==> config.mk <==
export PLATFORM = sky130hd
export DESIGN_NAME = logic_cell_unit
export DESIGN_NICKNAME = d
export VERILOG_FILES = /design/src/logic_cell_pkg.sv /design/src/output_slice.sv /design/src/logic_cell_unit.sv
export SDC_FILE = /design/constraint.sdc
export NUM_CORES = 1
export LEC_CHECK = 0
export BUFFER_PORTS_ARGS = -buffer_cell sky130_fd_sc_hd__buf_2
export CAP_MARGIN = 10
export CORE_AREA = 10 10 296 298
export DETAILED_ROUTE_END_ITERATION = 12
export DIE_AREA = 0 0 306 308
export GPL_TIMING_DRIVEN = 1
export MAX_ROUTING_LAYER = met4
export PLACE_DENSITY = 0.58
export RECOVER_POWER = 50
export SYNTH_ARGS = -nofsm -noshare
export SYNTH_HDL_FRONTEND = slang
export SYNTH_SLANG_ARGS = --single-unit
==> constraint.sdc <==
create_clock -name CORE_CLK -period 8.5 [get_ports CORE_CLK]
set_clock_uncertainty 0.1 [all_clocks]
set_input_delay 0.85 -clock CORE_CLK [delete_from_list [all_inputs] [get_ports CORE_CLK]]
set_output_delay 0.85 -clock CORE_CLK [all_outputs]
set_load 0.03 [all_outputs]
==> src/logic_cell_pkg.sv <==
// Shared constants, types and configuration carriers of the logic cell unit.
package logic_cell_pkg;

   // ==========================================================
   // Geometry
   localparam int NUM_CELLS   = 3;
   localparam int IN_PER_CELL = 4;
   localparam int NUM_IO      = 12;
   localparam int LUT_W       = 16;
   localparam int SETTLE_W    = 8;
   localparam int SEL_W       = 5;

   // ==========================================================
   // Source selector codes
   localparam logic [SEL_W-1:0] SEL_CONST_ZERO = 5'h00;
   localparam logic [SEL_W-1:0] SEL_INPUT_BASE = 5'h01;
   localparam logic [SEL_W-1:0] SEL_INPUT_LAST = 5'h0C;
   localparam logic [SEL_W-1:0] SEL_OUTPUT_BASE = 5'h0D;
   localparam logic [SEL_W-1:0] SEL_OUTPUT_LAST = 5'h18;

   // ==========================================================
   // Values after reset and the level of a forced output
   localparam logic [NUM_IO-1:0]   RESET_MASK   = 12'h000;
   localparam logic [SETTLE_W-1:0] RESET_COUNT  = 8'h00;
   localparam logic                FORCED_LEVEL = 1'b0;

   // ==========================================================
   // Force release timing
   typedef enum logic [1:0] {
      REL_ON_DEASSERT = 2'b00,
      REL_NEXT_RISE   = 2'b01,
      REL_NEXT_FALL   = 2'b10,
      REL_ANY_EDGE    = 2'b11
   } release_timing_t;

   // ==========================================================
   // Per-output configuration
   typedef struct packed {
      logic [LUT_W-1:0]           lut;
      logic [SETTLE_W-1:0]        high_settle_count;
      logic [SETTLE_W-1:0]        low_settle_count;
      logic                       output_inversion;
      logic [IN_PER_CELL-1:0]     force_source_mask;
      release_timing_t            force_release_timing;
   } output_cfg_t;

   typedef struct packed {
      logic lut_event;
      logic force_event;
      logic forced;
   } slice_event_t;

endpackage

==> src/output_slice.sv <==
// One cell output: rise and fall filter, force handling, polarity, enable.
`timescale 1ns/10ps
module output_slice
   import logic_cell_pkg::*;
(
   // Clock and reset
   input  wire logic                   clk,
   input  wire logic                   rst_n,
   // Control
   input  wire logic                   run,
   input  wire logic                   enable,
   input  wire logic                   raw_lut,
   input  wire logic                   force_any,
   input  wire logic_cell_pkg::output_cfg_t cfg,
   // Results
   output      logic                   value_q,
   output      logic_cell_pkg::slice_event_t events
);
   import logic_cell_pkg::*;

   logic                raw_prev_q, raw_prev_d;
   logic                filt_q, filt_d;
   logic [SETTLE_W-1:0] cnt_q, cnt_d;
   logic                forced_q, forced_d;
   logic                fprev_q, fprev_d;
   logic                value_d;
   logic                release_ok;
   logic [SETTLE_W-1:0] need;

   // ==========================================================
   // Next state
   always_comb begin
      raw_prev_d = raw_prev_q;
      filt_d     = filt_q;
      cnt_d      = cnt_q;
      forced_d   = forced_q;
      fprev_d    = fprev_q;
      value_d    = value_q;
      release_ok = 1'b0;
      need = raw_lut ? cfg.high_settle_count : cfg.low_settle_count;
      if (run) begin
         raw_prev_d = raw_lut;
         fprev_d    = force_any;
         // A change is taken once it has stood the set number of cycles.
         if (raw_lut != filt_q) begin
            if (cnt_q + 8'h01 >= need) begin // see
               filt_d = raw_lut;
               cnt_d  = RESET_COUNT;
            end else begin
               cnt_d = cnt_q + 8'h01;
            end
         end else begin
            cnt_d = RESET_COUNT;
         end
         unique case (cfg.force_release_timing)
            REL_ON_DEASSERT: release_ok = 1'b1;
            REL_NEXT_RISE:   release_ok = filt_d & ~filt_q;
            REL_NEXT_FALL:   release_ok = ~filt_d & filt_q;
            REL_ANY_EDGE:    release_ok = filt_d ^ filt_q;
         endcase
         if (force_any) begin
            forced_d = 1'b1;
         end else if (release_ok) begin
            forced_d = 1'b0;
         end
         if (!enable) begin
            value_d = 1'b0;
         end else if (forced_d) begin
            value_d = FORCED_LEVEL;
         end else begin
            value_d = filt_d ^ cfg.output_inversion;
         end
      end
      events.lut_event   = run & raw_lut & ~raw_prev_q;
      events.force_event = run & force_any & ~fprev_q;
      events.forced      = forced_q;
   end

   always_ff @(posedge clk or negedge rst_n) begin
      if (!rst_n) begin
         raw_prev_q <= 1'b0;
         filt_q     <= 1'b0;
         cnt_q      <= RESET_COUNT;
         forced_q   <= 1'b0;
         fprev_q    <= 1'b0;
         value_q    <= 1'b0;
      end else begin
         raw_prev_q <= raw_prev_d;
         filt_q     <= filt_d;
         cnt_q      <= cnt_d;
         forced_q   <= forced_d;
         fprev_q    <= fprev_d;
         value_q    <= value_d;
      end
   end

   // ==========================================================
   // Checks
   a_disabled_low: assert property (@(posedge clk) disable iff (!rst_n)
      (run && !enable) |=> !value_q)
      else $error("disabled output is not low");
   a_stall_hold: assert property (@(posedge clk) disable iff (!rst_n)
      !run |=> $stable(value_q) && $stable(filt_q))
      else $error("output moved while stopped");
   a_force_low: assert property (@(posedge clk) disable iff (!rst_n)
      (run && enable && force_any) |=> value_q == FORCED_LEVEL)
      else $error("forced output not at forced level");
   a_rise_wait: assert property (@(posedge clk) disable iff (!rst_n)
      (run && $rose(filt_q)) |-> $past(raw_lut))
      else $error("filter rose without a high input");

endmodule

==> src/logic_cell_unit.sv <==
// Top of the logic cell unit: three cells of four inputs and four outputs.
//
// Function
// Unit evaluates, filters and raises events only while its clock enable is high.
// Each output is a lookup table of its cell's inputs; set bit raises event.
// Output rises only after filtered value stays high the configured cycle count.
// Output falls only after filtered value stays low the configured cycle count.
// Each cell input takes its value from a software-programmed source selector.
// Selector offers constant zero, unit inputs 0..11 and unit outputs 0..11.
// Per-input substitute enable replaces the selected source by a software value.
// Each cell input holds its own substitute value, applied while enabled.
// Each output has an enable; a disabled output drives low.
// Each output may be passed unchanged or inverted.
// Per-output debug bit keeps that output running while the chip is halted.
// Lookup event raises a DMA request when its DMA enable is set.
// Force event raises a DMA request when its DMA enable is set.
// Lookup event raises an interrupt request when its interrupt enable is set.
// Force event raises an interrupt request when its interrupt enable is set.
// Lookup flags latch per output; software clears exactly the masked flags.
// Force flags latch per output; software clears exactly the masked flags.
// Present cell input values read as one mask, bit cell*4+index.
// Present cell output values read as one mask, same arrangement.
// Forced outputs read as a mask; each output masks which force inputs act.
// Twelve force inputs, four per cell, each with optional inversion.
// Each output has a programmable force release timing.
// After reset outputs are low and every event flag and request is clear.
`timescale 1ns/10ps
module logic_cell_unit
   import logic_cell_pkg::*;
(
   // Clock and reset
   input  wire logic                        CORE_CLK,
   input  wire logic                        RST_N,
   // Module clock gate and debug
   input  wire logic                        MODULE_CLK_EN,
   input  wire logic                        DEBUG_HALT,
   input  wire logic [logic_cell_pkg::NUM_IO-1:0] DEBUG_RUN,
   // Pins
   input  wire logic [logic_cell_pkg::NUM_IO-1:0] UNIT_IN,
   input  wire logic [logic_cell_pkg::NUM_IO-1:0] FORCE_IN,
   output      logic [logic_cell_pkg::NUM_IO-1:0] UNIT_OUT,
   // Input configuration
   input  wire logic [logic_cell_pkg::NUM_IO-1:0][logic_cell_pkg::SEL_W-1:0]
                                             INPUT_SELECT,
   input  wire logic [logic_cell_pkg::NUM_IO-1:0] INPUT_SUBSTITUTE_ON,
   input  wire logic [logic_cell_pkg::NUM_IO-1:0] INPUT_SUBSTITUTE_VALUE,
   input  wire logic [logic_cell_pkg::NUM_IO-1:0] FORCE_INVERT,
   // Output configuration
   input  wire logic_cell_pkg::output_cfg_t [logic_cell_pkg::NUM_IO-1:0]
                                             OUTPUT_CFG,
   input  wire logic [logic_cell_pkg::NUM_IO-1:0] OUTPUT_ENABLE,
   // Event enables
   input  wire logic [logic_cell_pkg::NUM_IO-1:0] LUT_DMA_EN,
   input  wire logic [logic_cell_pkg::NUM_IO-1:0] FORCE_DMA_EN,
   input  wire logic [logic_cell_pkg::NUM_IO-1:0] LUT_IRQ_EN,
   input  wire logic [logic_cell_pkg::NUM_IO-1:0] FORCE_IRQ_EN,
   // Flag clearing, one-cycle masks
   input  wire logic [logic_cell_pkg::NUM_IO-1:0] LUT_FLAG_CLEAR,
   input  wire logic [logic_cell_pkg::NUM_IO-1:0] FORCE_FLAG_CLEAR,
   // Status
   output      logic [logic_cell_pkg::NUM_IO-1:0] INPUT_STATE,
   output      logic [logic_cell_pkg::NUM_IO-1:0] FORCED_STATE,
   output      logic [logic_cell_pkg::NUM_IO-1:0] LUT_FLAG,
   output      logic [logic_cell_pkg::NUM_IO-1:0] FORCE_FLAG,
   // Requests
   output      logic [logic_cell_pkg::NUM_IO-1:0] LUT_DMA_REQ,
   output      logic [logic_cell_pkg::NUM_IO-1:0] FORCE_DMA_REQ,
   output      logic                        LUT_IRQ,
   output      logic                        FORCE_IRQ
);
   import logic_cell_pkg::*;

   // ==========================================================
   // Pin synchronisers
   logic [NUM_IO-1:0] in_meta_q, in_sync_q;
   logic [NUM_IO-1:0] frc_meta_q, frc_sync_q;

   always_ff @(posedge CORE_CLK or negedge RST_N) begin
      if (!RST_N) begin
         in_meta_q  <= RESET_MASK;
         in_sync_q  <= RESET_MASK;
         frc_meta_q <= RESET_MASK;
         frc_sync_q <= RESET_MASK;
      end else begin
         in_meta_q  <= UNIT_IN;
         in_sync_q  <= in_meta_q;
         frc_meta_q <= FORCE_IN;
         frc_sync_q <= frc_meta_q;
      end
   end

   // ==========================================================
   // Cell input selection
   logic [NUM_IO-1:0] cell_in;
   logic [NUM_IO-1:0] out_val;
   logic [NUM_IO-1:0] force_eff;
   logic [NUM_IO-1:0] run;

   always_comb begin
      logic [SEL_W-1:0] sel;
      logic             src;
      sel = SEL_CONST_ZERO;
      src = 1'b0;
      for (int i = 0; i < NUM_IO; i++) begin
         sel = INPUT_SELECT[i];
         // Codes above the last output read as constant zero.
         if (sel >= SEL_INPUT_BASE && sel <= SEL_INPUT_LAST) begin
            src = in_sync_q[4'(sel - SEL_INPUT_BASE)];
         end else if (sel >= SEL_OUTPUT_BASE && sel <= SEL_OUTPUT_LAST) begin
            src = out_val[4'(sel - SEL_OUTPUT_BASE)];
         end else begin
            src = 1'b0;
         end
         // see see
         cell_in[i] = INPUT_SUBSTITUTE_ON[i] ? INPUT_SUBSTITUTE_VALUE[i]
                                             : src;
      end
   end

   assign force_eff = frc_sync_q ^ FORCE_INVERT;

   // Debug halt only stops outputs whose debug bit is clear.
   always_comb begin
      for (int o = 0; o < NUM_IO; o++) begin
         run[o] = MODULE_CLK_EN & (~DEBUG_HALT | DEBUG_RUN[o]); // see
      end
   end

   // ==========================================================
   // Output slices
   slice_event_t [NUM_IO-1:0] ev;
   logic         [NUM_IO-1:0] raw_lut;
   logic         [NUM_IO-1:0] force_any;

   for (genvar o = 0; o < NUM_IO; o++) begin : g_out
      localparam int CELL = o / IN_PER_CELL;
      logic [IN_PER_CELL-1:0] idx;
      assign idx          = cell_in[CELL*IN_PER_CELL +: IN_PER_CELL];
      assign raw_lut[o]   = OUTPUT_CFG[o].lut[idx];
      assign force_any[o] = |(OUTPUT_CFG[o].force_source_mask &
                     force_eff[CELL*IN_PER_CELL +: IN_PER_CELL]);
      output_slice u_slice (
         .clk       (CORE_CLK),
         .rst_n     (RST_N),
         .run       (run[o]),
         .enable    (OUTPUT_ENABLE[o]),
         .raw_lut   (raw_lut[o]),
         .force_any (force_any[o]),
         .cfg       (OUTPUT_CFG[o]),
         .value_q   (out_val[o]),
         .events    (ev[o])
      );
   end

   assign UNIT_OUT = out_val;

   // ==========================================================
   // Event flags and requests
   logic [NUM_IO-1:0] lut_ev, frc_ev, forced;
   logic [NUM_IO-1:0] lut_flag_q, lut_flag_d, frc_flag_q, frc_flag_d;
   logic [NUM_IO-1:0] lut_dma_q, lut_dma_d, frc_dma_q, frc_dma_d;
   logic [NUM_IO-1:0] in_state_q, in_state_d, forced_q, forced_d;
   logic              lut_irq_q, lut_irq_d, frc_irq_q, frc_irq_d;

   always_comb begin
      for (int o = 0; o < NUM_IO; o++) begin
         lut_ev[o] = ev[o].lut_event;
         frc_ev[o] = ev[o].force_event;
         forced[o] = ev[o].forced;
      end
      // A new event wins over a clear in the same cycle.
      lut_flag_d = (lut_flag_q & ~LUT_FLAG_CLEAR) | lut_ev;
      frc_flag_d = (frc_flag_q & ~FORCE_FLAG_CLEAR) | frc_ev;
      lut_dma_d  = lut_ev & LUT_DMA_EN;
      frc_dma_d  = frc_ev & FORCE_DMA_EN;
      lut_irq_d  = |(lut_flag_d & LUT_IRQ_EN);
      frc_irq_d  = |(frc_flag_d & FORCE_IRQ_EN);
      in_state_d = MODULE_CLK_EN ? cell_in : in_state_q;
      forced_d   = forced;
   end

   always_ff @(posedge CORE_CLK or negedge RST_N) begin
      if (!RST_N) begin
         lut_flag_q <= RESET_MASK;
         frc_flag_q <= RESET_MASK;
         lut_dma_q  <= RESET_MASK;
         frc_dma_q  <= RESET_MASK;
         in_state_q <= RESET_MASK;
         forced_q   <= RESET_MASK;
         lut_irq_q  <= 1'b0;
         frc_irq_q  <= 1'b0;
      end else begin
         lut_flag_q <= lut_flag_d;
         frc_flag_q <= frc_flag_d;
         lut_dma_q  <= lut_dma_d;
         frc_dma_q  <= frc_dma_d;
         in_state_q <= in_state_d;
         forced_q   <= forced_d;
         lut_irq_q  <= lut_irq_d;
         frc_irq_q  <= frc_irq_d;
      end
   end

   assign LUT_FLAG      = lut_flag_q;
   assign FORCE_FLAG    = frc_flag_q;
   assign LUT_DMA_REQ   = lut_dma_q;
   assign FORCE_DMA_REQ = frc_dma_q;
   assign LUT_IRQ       = lut_irq_q;
   assign FORCE_IRQ     = frc_irq_q;
   assign INPUT_STATE   = in_state_q;
   assign FORCED_STATE  = forced_q;

   // ==========================================================
   // Checks
   a_lut_flag_set: assert property (@(posedge CORE_CLK) disable iff (!RST_N)
      (lut_ev != 0) |=> ((LUT_FLAG & $past(lut_ev)) == $past(lut_ev)))
      else $error("lookup event did not set its flag");
   a_lut_flag_clr: assert property (@(posedge CORE_CLK) disable iff (!RST_N)
      1'b1 |=> ((LUT_FLAG & ~$past(LUT_FLAG_CLEAR) & ~$past(lut_ev))
               == ($past(LUT_FLAG) & ~$past(LUT_FLAG_CLEAR)
                   & ~$past(lut_ev))))
      else $error("lookup flag changed outside its clear mask");
   a_frc_flag_set: assert property (@(posedge CORE_CLK) disable iff (!RST_N)
      (frc_ev != 0) |=> ((FORCE_FLAG & $past(frc_ev)) == $past(frc_ev)))
      else $error("force event did not set its flag");
   a_lut_dma_req: assert property (@(posedge CORE_CLK) disable iff (!RST_N)
      ((lut_ev & LUT_DMA_EN) != 0) |=> (LUT_DMA_REQ != 0))
      else $error("lookup event gave no dma request");
   a_frc_dma_req: assert property (@(posedge CORE_CLK) disable iff (!RST_N)
      (FORCE_DMA_REQ != 0) |-> ($past(frc_ev & FORCE_DMA_EN) == FORCE_DMA_REQ))
      else $error("force dma request without an enabled event");
   a_lut_irq_out: assert property (@(posedge CORE_CLK) disable iff (!RST_N)
      ((lut_flag_d & LUT_IRQ_EN) != 0) |=> LUT_IRQ)
      else $error("lookup interrupt missing");
   a_frc_irq_out: assert property (@(posedge CORE_CLK) disable iff (!RST_N)
      FORCE_IRQ |-> ($past(frc_flag_d & FORCE_IRQ_EN) != 0))
      else $error("force interrupt without an enabled flag");
   // Flags may still be cleared while gated, so only clear-free cycles count.
   a_gate_quiet: assert property (@(posedge CORE_CLK) disable iff (!RST_N)
      (!MODULE_CLK_EN && (LUT_FLAG_CLEAR | FORCE_FLAG_CLEAR) == '0)
         |=> $stable({LUT_FLAG, FORCE_FLAG}))
      else $error("flag moved while the module clock is gated");

endmodule

Word-level counts from Yosys, hierarchy flattened
Cells that the tools add are included.
{"block": "classes", "addsub": 36, "magnitude_cmp": 87, "n_eq_ne": 48, "mux": 264, "n_bitwise": 192, "reduce_logical": 50}
{"op": "8-bit 2-to-1 mux", "n": 36}
{"op": "1-bit 2-to-1 mux", "n": 180}
{"op": "1-bit binary-select mux with 4-bit select", "n": 36}
{"op": "4-bit by 5-bit less-than comparator with 1-bit output (second input constant)", "n": 27}
{"op": "8-bit by 1-bit adder with 8-bit output (second input constant)", "n": 12}
{"op": "8-bit greater-or-equal comparator", "n": 12}
{"op": "1-bit bitwise AND", "n": 84}
{"op": "12-bit bitwise AND", "n": 6}
{"op": "5-bit by 1-bit greater-or-equal comparator with 1-bit output (second input constant)", "n": 12}
{"op": "5-bit by 4-bit greater-or-equal comparator with 1-bit output (second input constant)", "n": 12}
{"op": "5-bit by 4-bit <= comparator with 1-bit output (second input constant)", "n": 12}
{"op": "5-bit <= comparator (second input constant)", "n": 12}
{"op": "1-bit NOT", "n": 49}
{"op": "4-bit bitwise AND", "n": 12}
{"op": "2-bit == test (second input constant)", "n": 24}
{"op": "1-bit one-hot mux with 4 select lines", "n": 12}
{"op": "4-bit OR reduction", "n": 12}
{"op": "4-bit by 1-bit subtractor with 4-bit output (second input constant)", "n": 12}
{"op": "4-bit subtractor (second input constant)", "n": 12}
{"op": "2-bit by 1-bit == test with 1-bit output (second input constant)", "n": 12}
{"op": "1-bit logical AND", "n": 24}
{"op": "2-bit logical NOT", "n": 12}
{"op": "12-bit NOT", "n": 2}
{"op": "12-bit OR", "n": 2}
{"op": "other kinds (5)", "n": 51}
{"block": "word_totals", "ff_bits": 278, "inputBits": 688, "out_inout_bits": 86, "elab_cells": 761}

Longest topological paths before layout
Gate-level depths: netlist of the first run.
{"block": "depth", "depth_word": 22, "ltp_mapped": 35, "mapped_depth_nobuf": 30}

Modules after synthesis
From an unflattened synthesis of the first run, not the netlist that was laid out.
{"block": "hier_totals", "hier_cells": 2180, "area_unflattened_um2": 22864.4}
{"module": "output_slice", "n_inst": 12, "cells_per_inst": 99, "area_per_inst_um2": 1017.2, "seq_area_each_um2": 325.3}
{"module": "logic_cell_unit", "n_inst": 1, "cells_per_inst": 992, "area_per_inst_um2": 10657.7, "seq_area_each_um2": 3052.9}

Least setup slack after synthesis of the first run
Ideal clock, no wire load.
{"block": "synth_timing", "path_type": "input to register", "from": "input INPUT_SELECT[45] in the netlist's numbering", "to": "register g_out[8].u_slice.value_q", "setup_ns": 0.067, "arrival_ns": 7.646, "t_required_ns": 8.333, "slack_ns": 0.687, "stages": 33, "n_path_buf": 4, "path_cell_list": "buf_2 -> buf_1 -> inv_1 -> ha_1 -> clkbuf_1 -> mux4_2 -> a211oi_1 -> o32ai_1 -> and2_1 -> nor3_1 -> buf_2 -> mux2i_1 -> o32ai_1 -> nor4_4 -> mux2_2 -> ha_1 -> nand2b_1 -> a21o_1 -> a21o_1 -> a21o_1 -> a21o_1 -> a21o_1 -> a21o_1 -> a21oi_1 -> mux2i_2 -> inv_1 -> ha_1 -> nand2_1 -> o21ai_0 -> a22oi_1 -> inv_1 -> a2111oi_0 -> a22o_1"}
{"block": "synth_via", "elab_chain_cells": 22, "elab_cells_between_ends": 35, "cone_classes": "add/sub: 2; order compare: 5; eq/ne: 1; mux: 20; bitwise: 5; reduce/logical: 2"}
{"item": "start: declaration", "line": "logic_cell_unit.sv:44", "text": "INPUT_SELECT,"}
{"item": "4-bit subtractor", "line": "logic_cell_unit.sv:110", "text": "src = out_val[4'(sel - SEL_OUTPUT_BASE)];"}
{"item": "1-bit binary-select mux with 4-bit select", "line": "logic_cell_unit.sv:110"}
{"item": "1-bit 2-to-1 mux (not written as such)", "line": "logic_cell_unit.sv:110"}
{"item": "1-bit 2-to-1 mux", "line": "logic_cell_unit.sv:109", "text": "end else if (sel >= SEL_OUTPUT_BASE && sel <= SEL_OUTPUT_LAST) begin"}
{"item": "1-bit 2-to-1 mux (*)", "line": "logic_cell_unit.sv:107", "text": "if (sel >= SEL_INPUT_BASE && sel <= SEL_INPUT_LAST) begin"}
{"item": "1-bit 2-to-1 mux (*)", "line": "logic_cell_unit.sv:115", "text": "cell_in[i] = INPUT_SUBSTITUTE_ON[i] ? INPUT_SUBSTITUTE_VALUE[i]"}
{"item": "1-bit binary-select mux with 4-bit select (*)", "line": "logic_cell_unit.sv:139", "text": "assign raw_lut[o] = OUTPUT_CFG[o].lut[idx];"}
{"item": "1-bit 2-to-1 mux (not written as such) (*)", "line": "logic_cell_unit.sv:139"}
{"item": "[... 6 more ...]"}
{"item": "1-bit bitwise AND", "line": "output_slice.sv:58", "text": "REL_NEXT_FALL: release_ok = ~filt_d & filt_q;"}
{"item": "1-bit one-hot mux with 4 select lines", "line": "output_slice.sv:55", "text": "unique case (cfg.force_release_timing)"}
{"item": "1-bit 2-to-1 mux", "line": "output_slice.sv:41", "text": "if (run) begin"}
{"item": "1-bit 2-to-1 mux", "line": "output_slice.sv:63", "text": "end else if (release_ok) begin"}
{"item": "1-bit 2-to-1 mux", "line": "output_slice.sv:61", "text": "if (force_any) begin"}
{"item": "1-bit 2-to-1 mux", "line": "output_slice.sv:41"}
{"item": "1-bit 2-to-1 mux (*)", "line": "output_slice.sv:68", "text": "end else if (forced_d) begin"}
{"item": "1-bit 2-to-1 mux (*)", "line": "output_slice.sv:66", "text": "if (!enable) begin"}
{"item": "end signal: assignment", "line": "output_slice.sv:93", "text": "value_q <= value_d;"}
{"item": "end: declaration", "line": "output_slice.sv:16", "text": "output logic value_q,"}
Every way passes the cells marked *; elsewhere a longest branch is shown, timed or not. The select of a mux whose other input is x is not followed.
A chain may end at the register's enable or synchronous reset.

Final worst setup path of the first run
{"block": "layout_timing", "from": "input INPUT_SELECT[0] in the netlist's numbering", "to": "register g_out[3].u_slice.value_q"}
{"block": "layout_via", "elab_chain_cells": 22, "elab_cells_between_ends": 35, "cone_classes": "add/sub: 2; order compare: 5; eq/ne: 1; mux: 20; bitwise: 5; reduce/logical: 2"}
{"item": "4-bit subtractor", "line": "logic_cell_unit.sv:110"}
{"item": "1-bit binary-select mux with 4-bit select", "line": "logic_cell_unit.sv:110"}
{"item": "1-bit 2-to-1 mux (not written as such)", "line": "logic_cell_unit.sv:110"}
{"item": "1-bit 2-to-1 mux", "line": "logic_cell_unit.sv:109"}
{"item": "1-bit 2-to-1 mux (*)", "line": "logic_cell_unit.sv:107"}
{"item": "1-bit 2-to-1 mux (*)", "line": "logic_cell_unit.sv:115"}
{"item": "1-bit binary-select mux with 4-bit select (*)", "line": "logic_cell_unit.sv:139"}
{"item": "1-bit 2-to-1 mux (not written as such) (*)", "line": "logic_cell_unit.sv:139"}
{"item": "[... 6 more ...]"}
{"item": "1-bit bitwise AND", "line": "output_slice.sv:58"}
{"item": "1-bit one-hot mux with 4 select lines", "line": "output_slice.sv:55"}
{"item": "1-bit 2-to-1 mux", "line": "output_slice.sv:41"}
{"item": "1-bit 2-to-1 mux", "line": "output_slice.sv:63"}
{"item": "1-bit 2-to-1 mux", "line": "output_slice.sv:61"}
{"item": "1-bit 2-to-1 mux", "line": "output_slice.sv:41"}
{"item": "1-bit 2-to-1 mux (*)", "line": "output_slice.sv:68"}
{"item": "1-bit 2-to-1 mux (*)", "line": "output_slice.sv:66"}
{"item": "end signal: assignment", "line": "output_slice.sv:93"}
{"item": "end: declaration", "line": "output_slice.sv:16"}
Marked as above.

==> flow_summary.yaml, run 1 <==
worst_setup_path:
  crit_type: "input pin to register"
  endpoint_kind: "register"
  crit_path_start: "INPUT_SELECT[0]"
  cp_max_fo: 14
  start_kind: "input pin"
  cp_common_cell: "a21o_1"
  path_delay_family: "compound AO/OA/AOI/OAI gates"
  crit_buf_inv: 4
  cpPeakStageDelay_ps: 770
  arrival_ps: 8320
  crit_required_ps: 8900
  r2r_start: "in_sync_q[1]$_DFF_PN0_"
  slowest_stage: "a211oi_4"
timing:
  fin_crit_ps: 7925
  hold_viol: 0
  worst_pin_slew_ps: 6503
  fin_crit_sh_pct: 93.23
  relSlewSlack_pct: -333.5
  fmax_mhz: 126.2
  slew_viol_final: 205
  setup_viol: 0
  rsz0062_at_grt: "no"
worst_hold_path:
  min_from: "in_meta_q[3]$_DFF_PN0_"
  min_path_type: "register to register"
synthesis:
  ys.warnings.count: 0
  yosysSeqAreaShare_pct: 29.37
  netlist_area_um2: 23680
  synth_cells: 2519
  yosys_most_used_dff: "dfrtp_1"
  syn-num-nets: 3375
  synth_cell_types: 113
  async_flop_share_pct: 100.0
  synth_edf_count: 0
  avgSynthCellArea_um2: 9.402
  ys_seq_elements: 278
detailed_routing:
  num_vias: 22540
  drtIter0Drc: 1814
  vias_per_cell: 5.151
  wl_per_cell_um: 23.33
  route.detailed.drc: 0
  ant_nets: 0
  first_pass_iters: 6
  finalWirelength_mm: 102.1
placed_design:
  placed_area_um2: 28780
  gp_congestion: 0.9900
  place_hpwl_mm: 82.56
  dp.cells: 4296
  io_buffer_count: 773
final_layout:
  fill_cells: 8389
  fin_cells: 4376
  layout_commonest_cell: "buf_2"
  multi_input_area_um2: 15450
  drive_gt1_share_pct: 32.34
  largest_register_ffs: 96
  layout_common_cells: "buf_2 (745), dfrtp_1 (278), nand2_1 (244)"
  area_growth_syn_to_layout_pct: 26.74
  final_cell_area_um2: 30020
  regArea_um2: 6957
  regMostFlops: "g_out.u_slice.cnt_q"
  num-nets-final: 4122
grt:
  grt_pass1_wl_mm: 148.7
  antenna_found_initial: 15
  grt_pass1_vias: 23110
  grt_max_degree: 107
  gr-total-overflow: 0
  grt_usage_pct: 21.22
pwr:
  p_sw_share_pct: 39.15
  seqPwrFrac_pct: 30.3
  ir_drop_mv: 0.1070
  p_switching_mw: 2.363
  cellPowerDensity_nw_per_um2: 201.0
  p_leak_nw: 14.93
  p_clk_share_pct: 28.1
  p_int_mw: 3.672
  combPwrFrac_pct: 41.6
die:
  die_area_um2: 94250
  die_h_um: 308
  core_um2: 81580
  die_x_um: 306
  design.portCount: 774
  initial_core_util_pct: 29.03
  num_rows: 105
run:
  cap_violations: 3
run_status:
  outcome: "complete, but fails checks"
  violations: "capacitance limit, slew limit"
clock_tree:
  cts_tree: "done"
  cts_buffers: 38
  post-cts-setup-buffers: 0
  path_clk_slew_ps: 60
  post_cts_resized: 0
  clkLatencyLatePin_ps: 590
  clockBufferDepth: 3
  root_buffer: "clkbuf_16"
  htree_levels: 2
  clock_sinks: 278
## cells in the mapped netlist (all sizes together), types with 9 or more instances
library cell	count	share of area (%)
o211ai	24	0.78
mux2	62	3.0
mux4	71	6.8
nand3	114	2.4
nor3	40	0.87
nand2	247	4.0
o21ai	146	3.1
or2	15	0.40
mux2i	156	6.7
o22ai	21	0.58
or4	10	0.32
nand4	12	0.38
clkbuf	76	1.2
nand3b	11	0.35
nand2b	52	1.4
a21o	82	2.6
nor2	113	1.8
xor2	55	2.0
inv	157	2.5
buf	64	1.7
nor3b	30	1.0
o31ai	20	0.71
a22o	42	1.6
dfrtp	278	29
ha	168	8.9
and3	33	0.87
xnor2	65	2.5
a32o	16	0.68
or3	15	0.40
a211oi	35	1.2
a22oi	42	1.4
a221oi	9	0.39
o2111ai	10	0.40
a21oi	60	1.3
a2111oi	17	0.79
a31oi	11	0.34
nor4	16	0.70
o311ai	11	0.47
## power groups by stage
stage / registers, mW / logic, mW / clock network (mW)
after floorplan: 1.84 / 1.66 / 0
after global placement: 1.84 / 2.50 / 0
after detailed placement: 1.85 / 2.53 / 0
after CTS: 1.83 / 2.54 / 1.74
after global routing: 1.87 / 2.79 / 1.79
final: 1.83 / 2.51 / 1.70
## layer usage
metal  GRT usage, %  vias to the layer above  part of all wire (%)
met1          26.27                    10810                    43
met3          3.076                      121                   5.3
met5              -                        -                     0
met2          35.68                      768                    49
li1               -                    10840                     -
met4          6.043                        0                   2.5
## logic make-up (layout without fill, tap and decap cells)
kind of cell | Yosys count | after routing | share of synthesized area (%)
multiplexers | 289 | 289 | 16.48
buffers and inverters | 297 | 1071 | 5.420
AND/OR/NAND/NOR | 753 | 753 | 16.50
adder cells (fa/ha/maj) | 168 | 168 | 8.876
flip-flops | 278 | 278 | 29.37
XOR/XNOR | 120 | 120 | 4.501
other | 0 | 13 | 0
AO/OA/AOI/OAI | 614 | 614 | 18.85
## path summary, 6_finish.rpt
kind                                                   endpoint  slack, ps  cells past startpoint
max in group asynchronous              LUT_DMA_REQ[9]$_DFF_PN0_       1620                      2
hold / removal                           in_sync_q[3]$_DFF_PN0_        250                      0
setup reg to reg           g_out[8].u_slice.value_q$_DFFE_PN0P_        720                     28
min in group asynchronous               in_sync_q[10]$_DFF_PN0_       2620                      1
setup / recovery           g_out[3].u_slice.value_q$_DFFE_PN0P_        580                     30
hold reg to reg                          in_sync_q[3]$_DFF_PN0_        250                      0
## through the flow
step | setup slack, ps | hold WS (ps) | util, % | TNS (ps) | power [mW]
2_1_floorplan | 687.0 | 231.2 | - | 0 | 3.502
3_3_place_gp | 93.32 | 231.9 | 35.28 | 0 | 4.342
3_5_place_dp | -70.26 | 234.7 | 35.28 | -70.26 | 4.374
4_1_cts | 511.7 | 220.9 | 36.87 | 0 | 6.108
5_1_grt | 28.27 | 232.5 | 36.77 | 0 | 6.454
6_report | 575.5 | 246.3 | 36.79 | 0 | 6.034
## layout make-up
| cell class | count | share of cell area (%) |
|---|---|---|
| Multi-Input combinational cell | 1944 | 51.48 |
| Sequential cell | 278 | 23.18 |
| Timing Repair Buffer | 847 | 14.50 |
| Tap cell | 1070 | 4.460 |
| Clock buffer | 53 | 3.556 |
| Inverter | 157 | 1.963 |
| Clock inverter | 14 | 0.7587 |
| Antenna cell | 13 | 0.1084 |
## what timing repair did
item,4_1_cts,5_1_grt
endpoints found under the setup margin,0,1
endpoints found under the hold margin,0,0
hold buffers,0,0
No activity file was read; power rests on OpenSTA's default activity.
==> inputs of run 2 (changes only) <==
--- a/config.mk
+++ b/config.mk
@@ -8,6 +8,7 @@
 export BUFFER_PORTS_ARGS = -buffer_cell sky130_fd_sc_hd__buf_2
 export CAP_MARGIN = 10
 export CORE_AREA = 10 10 296 298
+export CTS_BUF_LIST = sky130_fd_sc_hd__clkbuf_16
 export DETAILED_ROUTE_END_ITERATION = 12
 export DIE_AREA = 0 0 306 308
 export GPL_TIMING_DRIVEN = 1
==> flow_summary.yaml, run 2 (synthesis results as in run 1) <==
run_status:
  outcome: "complete, but fails checks"
  violations: "capacitance limit, slew limit"
worst_setup_path:
  crit_path_end: "g_out[3].u_slice.value_q$_DFFE_PN0P_"
  path_delay_family: "compound AO/OA/AOI/OAI gates"
  worstRegToRegCells: 28
  r2r_start: "in_sync_q[2]$_DFF_PN0_"
  cpPeakStageDelay_ps: 800
  rrSetupSlack_ps: 710
  crit_path_start: "INPUT_SELECT[0]"
  cp_max_fo: 14
  start_kind: "input pin"
  r2r-end: "g_out[8].u_slice.value_q$_DFFE_PN0P_"
  crit_type: "input pin to register"
  cp_common_cell: "a21o_1"
  crit_required_ps: 8890
  arrival_ps: 8310
  path_depth: 30
  endpoint_kind: "register"
  crit_buf_inv: 4
  slowest_stage: "a211oi_4"
clock_tree:
  clkLatencyLatePin_ps: 590
  clockBufferDepth: 3
  post-cts-setup-buffers: 0
  htree_levels: 2
  cts_tree: "done"
  path_clk_slew_ps: 60
  post_cts_resized: 0
  clock_sinks: 278
  cts_buffers: 38
  postCtsHoldBufs: 0
  root_buffer: "clkbuf_16"
final_layout:
  regMostFlops: "g_out.u_slice.cnt_q"
  fin_cells: 4376
  final_cell_area_um2: 29960
  layout_commonest_cell: "buf_2"
  area_growth_syn_to_layout_pct: 26.48
  drive_gt1_share_pct: 32.16
  layout_common_cells: "buf_2 (745), dfrtp_1 (278), nand2_1 (244)"
  num-nets-final: 4122
  largest_register_ffs: 96
timing:
  setup_viol: 0
  worst_pin_slew_ps: 6490
  slew_viol_final: 204
  fin_crit_ps: 7919
  fmax_mhz: 126.3
  whs_ps: 246.1
  fin_crit_sh_pct: 93.16
  relSlewSlack_pct: -332.7
  rsz0062_at_grt: "no"
  hold_viol: 0
die:
  die_x_um: 306
  core_um2: 81580
  die_h_um: 308
  design.portCount: 774
  die_area_um2: 94250
  num_rows: 105
  initial_core_util_pct: 29.03
detailed_routing:
  drtIter0Drc: 1920
  ant_nets: 0
  first_pass_iters: 5
  vias_per_cell: 5.160
  num_vias: 22580
  route.detailed.drc: 0
  wl_per_cell_um: 23.32
  finalWirelength_mm: 102.0
grt:
  grt_usage_pct: 21.20
  grt_max_degree: 107
  grt_pass1_vias: 23110
  grt_pass1_wl_mm: 148.6
  gr-total-overflow: 0
  antenna_found_initial: 15
placed_design:
  gp_congestion: 0.9900
  dp.cells: 4296
  placed_area_um2: 28780
  io_buffer_count: 773
  place_hpwl_mm: 82.56
pwr:
  power_mw: 5.966
  p_leak_nw: 14.94
  cellPowerDensity_nw_per_um2: 199.2
  ir_drop_mv: 0.1069
worst_hold_path:
  min_path_type: "register to register"
run:
  cap_violations: 3
run 2: cell count changes in the layout (fill, tap and decap cells not counted), sizes merged:
cell    change
clkbuf     -15
clkinv      +6
inv         +9
run 2: layer usage:
| metal | share of wire (%) | track usage [%] | routed length, um | up-vias |
|---|---|---|---|---|
| li1 | - | - | - | 10840 |
| met5 | 0 | - | 0 | - |
| met1 | 43 | 26.29 | 43800 | 10870 |
| met4 | 2.5 | 6.032 | 2564 | 0 |
| met3 | 5.2 | 3.063 | 5275 | 122 |
| met2 | 49 | 35.62 | 50400 | 753 |
run 2: metrics by stage:
step	utilization, %	worst slack (ps)	TNS (ps)
floorplan	-	687.0	0
global placement	35.28	93.32	0
detailed placement	35.28	-70.26	-70.26
CTS	36.79	508.8	0
global route	36.70	24.19	0
finish	36.72	581.5	0
run 2: cell type report:
class / count / area (um^2)
timing repair buffer: 847 / 4352
clock inverter: 29 / 284.0
antenna: 13 / 32.53
clock buffer: 38 / 950.9
sequential: 278 / 6957
inverter: 157 / 589.3
fill: 8394 / 51630
tap: 1070 / 1339
multi-input combinational: 1944 / 15450
run 2: report_power, final:
part | switching [mW] | total (mW) | internal, mW
combinational | 1.40 | 2.51 | 1.11
sequential | 0.277 | 1.83 | 1.55
clock | 0.684 | 1.63 | 0.944
total | 2.36 | 5.97 | 3.61
run 2: how the worst min path moves through the flow:
stage | start | endpoint | slack, ps | cells after the start
final | frc_meta_q[9]$_DFF_PN0_ | frc_sync_q[9]$_DFF_PN0_ | 250 | 0
after global routing | FORCE_IN[4] | frc_meta_q[4]$_DFF_PN0_ | 230 | 1
after CTS | FORCE_IN[4] | frc_meta_q[4]$_DFF_PN0_ | 220 | 1
after detailed placement | in_meta_q[0]$_DFF_PN0_ | in_sync_q[0]$_DFF_PN0_ | 230 | 0
after global placement | frc_meta_q[2]$_DFF_PN0_ | frc_sync_q[2]$_DFF_PN0_ | 230 | 0
after floorplan | frc_meta_q[0]$_DFF_PN0_ | frc_sync_q[0]$_DFF_PN0_ | 230 | 0
==> inputs of run 3 (changes only) <==
--- a/config.mk
+++ b/config.mk
@@ -12,7 +12,6 @@
 export DETAILED_ROUTE_END_ITERATION = 12
 export DIE_AREA = 0 0 306 308
 export GPL_TIMING_DRIVEN = 1
-export MAX_ROUTING_LAYER = met4
 export PLACE_DENSITY = 0.58
 export RECOVER_POWER = 50
 export SYNTH_ARGS = -nofsm -noshare
==> flow_summary.yaml, run 3 (synthesis results as in run 1) <==
run_status:
  outcome: "complete, but fails checks"
  violations: "capacitance limit, slew limit"
final_layout:
  regMostFlops: "g_out.u_slice.cnt_q"
  layout_common_cells: "buf_2 (772), dfrtp_1 (278), nand2_1 (244)"
  num-nets-final: 4123
  final_cell_area_um2: 29930
  largest_register_ffs: 96
  fin_cells: 4374
  layout_commonest_cell: "buf_2"
  area_growth_syn_to_layout_pct: 26.38
  drive_gt1_share_pct: 33.04
worst_hold_path:
  hold_path_depth: 0
  min_from: "frc_meta_q[6]$_DFF_PN0_"
  min_path_type: "register to register"
  holdPathEnd: "frc_sync_q[6]$_DFF_PN0_"
detailed_routing:
  first_pass_iters: 6
  route.detailed.drc: 0
  ant_nets: 0
  drtIter0Drc: 1754
  vias_per_cell: 5.195
  num_vias: 22730
  wl_per_cell_um: 23.28
  finalWirelength_mm: 101.8
clock_tree:
  path_clk_slew_ps: 60
  clockBufferDepth: 3
  post_cts_resized: 0
  htree_levels: 2
  clkLatencyLatePin_ps: 560
  clock_sinks: 278
  root_buffer: "clkbuf_16"
  cts_tree: "done"
  cts_buffers: 37
die:
  die_area_um2: 94250
  core_um2: 81580
  num_rows: 105
  initial_core_util_pct: 29.03
  die_h_um: 308
  die_x_um: 306
  design.portCount: 774
worst_setup_path:
  crit_type: "input pin to register"
  endpoint_kind: "register"
  start_kind: "input pin"
  crit_path_start: "INPUT_SELECT[0]"
  cp_max_fo: 16
  r2r-end: "g_out[1].u_slice.value_q$_DFFE_PN0P_"
  cp_common_cell: "a21o_1"
  r2r_start: "g_out[11].u_slice.value_q$_DFFE_PN0P_"
  cpPeakStageDelay_ps: 590
  rrSetupSlack_ps: 760
  worstRegToRegCells: 29
  slowest_stage: "o22ai_1"
  arrival_ps: 8300
  crit_required_ps: 8890
grt:
  antenna_found_initial: 21
  grt_usage_pct: 20.60
  grt_pass1_wl_mm: 148.8
  grt_max_degree: 153
  grt_pass1_vias: 23330
  gr-total-overflow: 0
pwr:
  p_leak_nw: 15.01
  cellPowerDensity_nw_per_um2: 197.2
  ir_drop_mv: 0.1205
  power_mw: 5.901
timing:
  rsz0062_at_grt: "no"
  slew_viol_final: 320
  worst_pin_slew_ps: 4841
  fin_crit_sh_pct: 93.06
  fin_crit_ps: 7910
  relSlewSlack_pct: -222.7
  fmax_mhz: 126.4
  setup_viol: 0
  hold_viol: 0
run:
  cap_violations: 4
placed_design:
  io_buffer_count: 773
  placed_area_um2: 28800
  dp.cells: 4298
  place_hpwl_mm: 82.60
  gp_congestion: 0.9758
-- run 3: cell types whose count changed in the layout (fill, tap and decap cells not counted), moves of 5 or more --
cell | previous run | this run
o21ai_1 | 16 | 25
clkinv_2 | 3 | 8
buf_2 | 745 | 772
o21ai_0 | 128 | 119
clkbuf_1 | 40 | 13
-- run 3: where the power goes --
part | total, mW | internal [mW] | switching, mW
logic | 2.52 | 1.12 | 1.40
registers | 1.83 | 1.55 | 0.277
clock network | 1.56 | 0.905 | 0.654
total | 5.90 | 3.57 | 2.33
-- run 3: critical path, delay by kind of cell --
| family | cells | cell delay (ps) |
|---|---|---|
| compound gates | 15 | 3460 |
| simple gates | 6 | 1120 |
| buf+inv | 4 | 660 |
| mux | 4 | 1210 |
| fa+ha+maj | 3 | 960 |
-- run 3: area by class of cell --
type / count / area (um^2)
Timing Repair Buffer: 849 / 4393
Clock inverter: 27 / 224.0
Clock buffer: 38 / 950.9
Antenna cell: 11 / 27.53
Tap cell: 1070 / 1339
Fill cell: 8396 / 51650
Multi-Input combinational cell: 1944 / 15450
Inverter: 157 / 589.3
Sequential cell: 278 / 6957
-- run 3: how the worst max path moves through the flow --
| stage | end |
|---|---|
| 5_1_grt | g_out[3].u_slice.value_q$_DFFE_PN0P_ |
| 3_5_place_dp | g_out[3].u_slice.value_q$_DFFE_PN0P_ |
| 4_1_cts | g_out[3].u_slice.value_q$_DFFE_PN0P_ |
| 6_report | g_out[1].u_slice.value_q$_DFFE_PN0P_ |
| 2_1_floorplan | g_out[8].u_slice.value_q$_DFFE_PN0P_ |
| 3_3_place_gp | g_out[3].u_slice.value_q$_DFFE_PN0P_ |
-- run 3: stage by stage --
step                hold WS, ps  util, %  setup TNS (ps)  worst slack [ps]
finish                    249.6    36.69               0             590.1
global route              256.2    36.68               0             10.27
CTS                       171.0    36.74               0             542.1
detailed placement        234.7    35.30          -26.76            -26.76
global placement          232.5    35.30               0             82.34
floorplan                 231.2        -               0             687.0
-- run 3: layer usage --
metal  vias up  track usage (%)  wire [um]
met2       783            35.55      50150
met5         -                0         47
met1     10950            25.64      42510
met3       143            3.652       6001
li1      10840                -          -
met4         6            6.853       3103
-- run 3: what timing repair did --
item	CTS	global route
buffers inserted	0	0
hold buffers	0	0
setup endpoints to repair	0	1
endpoints found under the hold margin	0	0
